[config.mk]
export PLATFORM = sky130hd
export DESIGN_NAME = pnvl_bank
export DESIGN_NICKNAME = d
export VERILOG_FILES = /design/src/include/pnvl_pkg.sv /design/src/verilog/pnvl_cell.sv /design/src/verilog/pnvl_bank.sv
export SDC_FILE = /design/constraint.sdc
export NUM_CORES = 1
export LEC_CHECK = 0
export BUFFER_PORTS_ARGS = -buffer_cell sky130_fd_sc_hd__buf_4
export CAP_MARGIN = 10
export CORE_ASPECT_RATIO = 1.5
export CORE_MARGIN = 1.5
export CORE_UTILIZATION = 45
export CTS_CLUSTER_SIZE = 40
export DETAILED_ROUTE_END_ITERATION = 10
export PLACE_DENSITY = 0.84
export RECOVER_POWER = 100
export SLEW_MARGIN = 40
export SYNTH_ARGS = -nofsm -noshare
export SYNTH_HDL_FRONTEND = slang
export SYNTH_HIERARCHICAL = 1
export SYNTH_SLANG_ARGS = --single-unit
[constraint.sdc]
create_clock -name mclk -period 2.8 [get_ports mclk]
set_input_delay 0.28 -clock mclk [delete_from_list [all_inputs] [get_ports mclk]]
set_output_delay 0.28 -clock mclk [all_outputs]
set_load 0.01 [all_outputs]
[src/include/pnvl_pkg.sv]
// Purpose: Shared constants and types for the persistent flag latch bank
// Assumes: One clock domain; external non-volatile store holds the image
// Notes: Image bit n is latch n; a set bit means the latch is true
package pnvl_pkg;

	// Number of latches in the bank
	localparam int NUM_LATCHES = 16;

	// Value the latch flops take under reset, before the image is restored
	localparam logic [NUM_LATCHES-1:0] LATCH_RST = 16'h0000;

	// Type setting encoding for one latch
	localparam logic TYPE_CLR_DOM = 1'b0;
	localparam logic TYPE_SET_DOM = 1'b1;

	// Write-back request to the non-volatile store
	typedef struct packed {
		logic req;
		logic [NUM_LATCHES-1:0] data;
	} pnvl_nv_wr_t;

	// Write-back value under reset
	localparam pnvl_nv_wr_t NV_WR_RST = '{req: 1'b0, data: LATCH_RST};

endpackage

[src/verilog/pnvl_cell.sv]
// Purpose: One persistent flag latch with selectable dominance
// Assumes: Set and clear inputs are synchronous to mclk
// Notes: Evaluation only happens while run_en is high
`timescale 1ns/1ps
`default_nettype none
module pnvl_cell (
	input wire logic mclk,
	input wire logic rst,
	input wire logic run_en,
	input wire logic load_en,
	input wire logic load_val,
	input wire logic set_in,
	input wire logic clr_in,
	input wire logic set_dom,
	output logic q,
	output logic q_nxt
);

	// Next state from the operation table
	always_comb begin
		case ({set_in, clr_in})
			2'b10: q_nxt = 1'b1;
			2'b01: q_nxt = 1'b0;
			2'b11: q_nxt = (set_dom == pnvl_pkg::TYPE_SET_DOM);
			default: q_nxt = q;
		endcase
	end

	// Restore has priority so a stale input cannot override the saved image
	always_ff @(posedge mclk or posedge rst) begin
		if (rst) begin
			q <= pnvl_pkg::LATCH_RST[0];
		end else if (load_en) begin
			q <= load_val;
		end else if (run_en) begin
			q <= q_nxt;
		end
	end

endmodule
`default_nettype wire

[src/verilog/pnvl_bank.sv]
// Purpose: Bank of persistent flag latches with true and false outputs
// Assumes: An external non-volatile store answers one read after reset
// Notes: Latches stay frozen until the saved image has been restored
//
// Behaviour
// - Sixteen latches, false output inverts true output
// - State survives power loss via non-volatile image
// - Both asserted: type setting picks the winner
// - Set alone makes the latch true
// - Clear alone makes the latch false
`timescale 1ns/1ps
`default_nettype none
module pnvl_bank #(
	parameter int N = pnvl_pkg::NUM_LATCHES
) (
	input wire logic mclk,
	input wire logic rst,
	input wire logic [N-1:0] set_in,
	input wire logic [N-1:0] clr_in,
	input wire logic [N-1:0] set_dom,
	output logic nv_rd_req,
	input wire logic nv_rd_valid,
	input wire logic [N-1:0] nv_rd_data,
	output pnvl_pkg::pnvl_nv_wr_t nv_wr,
	output logic restored,
	output logic [N-1:0] latch_true,
	output logic [N-1:0] latch_false
);

	typedef enum logic [1:0] {
		ST_BOOT,
		ST_WAIT,
		ST_RUN
	} pnvl_state_t;

	pnvl_state_t st_r;
	pnvl_state_t st_nxt;
	logic run_en;
	logic load_en;
	logic [N-1:0] q;
	logic [N-1:0] q_nxt;

	// Boot sequence: ask for the image, wait for it, then run
	always_comb begin
		st_nxt = st_r;
		case (st_r)
			ST_BOOT: st_nxt = ST_WAIT;
			ST_WAIT: begin
				if (nv_rd_valid) begin
					st_nxt = ST_RUN;
				end
			end
			ST_RUN: st_nxt = ST_RUN;
			default: st_nxt = ST_BOOT;
		endcase
	end

	// State register
	always_ff @(posedge mclk or posedge rst) begin
		if (rst) begin
			st_r <= ST_BOOT;
		end else begin
			st_r <= st_nxt;
		end
	end

	// Read request is high for the whole boot state: all of reset, then one cycle
	assign nv_rd_req = (st_r == ST_BOOT);
	// Load the saved image, never clear it, on the way out of reboot
	assign load_en = (st_r == ST_WAIT) && nv_rd_valid;
	assign run_en = (st_r == ST_RUN);
	assign restored = run_en;

	// One latch cell per flag
	genvar i;
	generate
		for (i = 0; i < N; i++) begin : g_cell
			pnvl_cell u_cell (
				.mclk(mclk),
				.rst(rst),
				.run_en(run_en),
				.load_en(load_en),
				.load_val(nv_rd_data[i]),
				.set_in(set_in[i]),
				.clr_in(clr_in[i]),
				.set_dom(set_dom[i]),
				.q(q[i]),
				.q_nxt(q_nxt[i])
			);
		end
	endgenerate

	// Complementary outputs come from the same flops, so they never skew
	assign latch_true = q;
	assign latch_false = ~q;

	// Write back every change made in the run state so a power loss loses nothing.
	// Writing only on change keeps wear on the store low.
	always_ff @(posedge mclk or posedge rst) begin
		if (rst) begin
			nv_wr <= pnvl_pkg::NV_WR_RST;
		end else begin
			nv_wr.req <= run_en && (q_nxt != q);
			nv_wr.data <= q_nxt;
		end
	end

	generate
		for (i = 0; i < N; i++) begin : g_chk

		end
	endgenerate
endmodule
`default_nettype wire

Word level (Yosys, flattened, before mapping)
Index checks and enable logic that the tools add are counted.
- equal/unequal tests: 52
- mux-type cells: 50
- bitwise gates (word level): 1
- reduce and logical (&&, ||, !) cells: 4
- operators by type and width (operator ; number):
    2-bit equality test, second input constant ; 33
    1-bit one-hot mux with 3 select lines ; 16
    2-bit by 1-bit equality test with 1-bit output, second input constant ; 17
    1-bit two-way mux ; 32
    16-bit inequality test ; 1
    16-bit NOT ; 1
    2-bit one-hot mux with 3 select lines ; 1
    1-bit logical AND ; 2
    2-bit zero test ; 1
    2-bit two-way mux ; 1
    2-bit inequality test, second input constant ; 1
    2-bit nonzero test ; 1
- bits in registers: 35
- input bits: 67
- output and inout port bits: 51
- word-level logic and storage cells: 126

Depth between registers and ports, before layout
- depth in word-level cells: 4
- gate-level depth with buffers: 5
- mapped depth without buffers: 5

Modules after synthesis
The synthesis kept the hierarchy.
- by module, submodules not included (module ; instances ; cells each ; area an instance (sq um) ; seq. area each (sq um)):
    pnvl_cell ; 16 ; 10 ; 78.8 ; 25.0
    pnvl_bank ; 1 ; 68 ; 790.8 ; 475.5

Worst setup path after synthesis
Ideal clock, no wire load.
- path kind: register -> register
- from: reg st_r[1]
- to: reg g_cell[0].u_cell.q
- setup time: 0.135 ns
- arrival: 1.646 ns
- data required time: 2.665 ns
- setup slack: 1.019 ns
- stages on the path, launching flop included: 6
- path buffers: 0
- period minus slack after synthesis: 1.781 ns
- path through: dfrtp_1 inv_1 ha_1 and2_1 nor2b_1 nor3_1
- cells in the longest elaborated chain, start to end: 3
- elaborated cells between the ends (all ways): 5
- classes of those cells: eq/ne (2); mux (1); reduce/logical (2)
- ends and longest elaborated chain (element ; line ; source):
    start, declared ; pnvl_bank.sv:36 ; pnvl_state_t st_r;
    start signal, assigned ; pnvl_bank.sv:63 ; st_r <= st_nxt;
    2-bit by 1-bit equality test with 1-bit output * ; pnvl_bank.sv:70 ; assign load_en = (st_r == ST_WAIT) && nv_rd_valid;
    1-bit logical AND * ; pnvl_bank.sv:70 ;
    net load_en ; pnvl_bank.sv:39 ; logic load_en;
    1-bit two-way mux or 2-bit nonzero test (tied branches) ; - ;
    end signal, assigned ; pnvl_cell.sv:32 ; q <= pnvl_pkg::LATCH_RST[0];
    end signal, assigned ; pnvl_cell.sv:34 ; q <= load_val;
    end signal, assigned ; pnvl_cell.sv:36 ; q <= q_nxt;
    end, declared ; pnvl_cell.sv:15 ; output logic q,
Mark *: on every way through the listed nets, which the timed path passes. The rest lies on a longest branch.
A chain may end at the register's enable or synchronous reset.

Final worst setup path
- from: reg st_r[0]
- to: out restored
- cells in the longest elaborated chain, start to end: 1
- ends and longest elaborated chain (element ; line ; source):
    2-bit equality test ; pnvl_bank.sv:71 ; assign run_en = (st_r == ST_RUN);
    end, declared ; pnvl_bank.sv:25 ; output logic restored,
Every way passes these cells.

==> run metrics <==
Die W=58.14 microns; Vias=2069; flop2flop setup slack=0.86 ns; Startpoint Class=register; HP Class=in2reg; largest net degree at the start of global routing=25; TNS Setup=0 ns; CTS Root Cell=clkbuf_8; Synth area leaders=dfrtp_1, nor2b_1, inv_1; Final Setup Violations=0; Crit path arrival time=1.77 ns; CTS tree=done; register area share after synthesis=42.68%; clock net sink count=35; failing checks=DRC; Period minus WS final=2.055 ns; gpl congestion=0.7553; Post-Syn Instances=228; kind of critical path=reg2out; Syn Nets=298; Reg-to-Reg Start=st_r[0]; GR peak layer=met2; worst-margin pin slew=0.8470 ns; core area=4318 sq um; Filler Cells Inserted=414; Clock Latency Late Sink=0.28 ns; Avg WL per Cell=13.78 microns; Non-Filler Instances=404; Yosys top cell by area=dfrtp_1; Starting Density=47.52%; Leak Pwr=1.454 nW; reg2reg end=g_cell[13].u_cell/q; Layout Skew=0.002960 ns; Crit. Startpoint=st_r[0]; slew margin rel.=43.53%; period utilization=73.38%; Post-route DRC=7; fin util=68.21%; status=finished, violations left; unrepaired setup endpoints after global routing=no; Setup crit end=restored; crit path max fanout=17; die area=4982 sq um; post_cts resized=0; post-DP HPWL=4.223 mm; synth-to-layout area growth=43.54%; GR Util All Layers=22.03%; max_cap viols=0; routing usage on met2=41.94%; Yosys reg bits=35; met1 Usage GRT=22.57%; Detailed Route Iter0 Violations=49; met3 Track Usage GR=4.977%; design area=2945 sq um; net total in the final layout=427; # diodes=0; placed cell count=395; Tot Pwr=2.698 mW; reg2reg path depth=6; library cells used by synthesis=14; peak supply drop=522.9 uV; vias per cell=5.121; fin. max-slew vios=0; first-pass GRT wire length=8.480 mm; endpoint class of the critical path=output pin; vias in the first global route=2018; drt total wl=5.568 mm; Num CTS Buffers=5; Cell Area, Synth=2052 sq um; Die Y=85.71 microns; FP Rows=29; antenna-violating nets left=0; clock-pin slew on the worst setup and hold paths=0.07 ns; PD cells=915.9 nW/um^2; yosys warns=6; DRT Pass-1 Iters=8; top cell type's share of synthesized area=42.68%; Syn Area/Cell=9.000 sq um; DP Area=3018 sq um; total grt overflow=0; CP required=2.52 ns; Clock Path Buffers=2; Hold Vio Cnt, Final=0; initial antenna violation count=0; fmax=486.7 MHz; layout cells sized above 1=21.23%; H-tree Lvls=2; IO Pins=118; I/O Buffers=117
[flip-flops by register name, indices dropped and copies added, names as in the netlist]
| name | flops |
|---|---|
| nv_wr | 17 |
| g_cell.u_cell/q | 16 |
| st_r | 2 |
[worst min path at each step]
stage,from,slack [ns],depth (start not counted),to
2_1_floorplan,rst,0.009,1,g_cell[0].u_cell/q
3_3_place_gp,rst,0.23,2,g_cell[11].u_cell/q
3_5_place_dp,rst,0.24,2,g_cell[0].u_cell/q
4_1_cts,set_in[10],0.23,2,nv_wr[10]
5_1_grt,set_in[14],0.23,2,nv_wr[14]
6_report,set_in[14],0.24,2,nv_wr[14]
[per-stage QoR]
stage	hold WS [ns]	worst slack [ns]
floorplan	0.008714	1.019
global placement	0.2315	1.180
detailed placement	0.2383	1.160
CTS	0.2349	1.148
global route	0.2272	0.6107
finish	0.2406	0.7455
[synth_stat cells]
cell	instances
a2111oi_1	16
a21o_1	16
and2_1	1
dfrtp_1	35
ha_1	3
inv_1	51
nand2_1	2
nand2b_1	17
nand4_1	4
nor2b_1	32
nor3_1	32
o21ai_0	2
o41a_1	1
xnor2_1	16
[cell type report]
type / instances / area, sq um / share of cell area [%]
tap: 46 / 57.56 / 1.954
inverter: 51 / 191.4 / 6.500
multi-input combinational: 142 / 964.7 / 32.75
timing repair buffer: 122 / 723.2 / 24.55
clock buffer: 6 / 72.57 / 2.464
sequential: 35 / 875.8 / 29.74
clock inverter: 2 / 60.06 / 2.039
[timing repair]
| action | 4_1_cts | 5_1_grt |
|---|---|---|
| setup buffers | 0 | 0 |
| hold buffers | 1 | 0 |
| endpoints found under the hold margin | 16 | 0 |
[cells by family (layout without fill, tap and decap cells)]
logic type      after synthesis  count (layout)  synth area share (%)
compound gates               35              35                 14.70
fa+ha+maj                     3               3                 1.829
xor+xnor                     16              16                 6.829
simple gates                 88              88                 24.63
buf+inv                      51             181                 9.329
flops                        35              35                 42.68
[cells in the final DEF (no fill, tap or decap)]
cell and instances:
dlygate4sd3_1 1, inv_1 51, nor3_1 32, o41a_1 1
clkbuf_8 5, ha_1 3, nor2b_1 32, a21o_1 16
and2_1 1, nand2b_1 17, buf_4 69, nand2_1 2
clkbuf_1 53, dfrtp_1 35, xnor2_1 16, a2111oi_0 16
nand4_1 4, o21ai_0 2, bufinv_16 2
[per-layer routing]
metal  vias to the layer above  wire length (microns)
met5                         -                      0
met4                         0                     91
met3                         8                    313
met2                        75                   3094
met1                       977                   2069
li1                       1009                      -
[worst max-delay path, cell delays in order (launching register included)]
cell,delay [ns]
dfrtp_1,0.38
inv_1,0.10
ha_1,0.17
clkbuf_1,0.60
buf_4,0.24
[power by group]
part | internal (mW) | switching [mW]
logic | 0.566 | 0.728
clock network | 0.356 | 0.183
registers | 0.690 | 0.176
total | 1.61 | 1.09
Power figures use the tool's default switching activity.
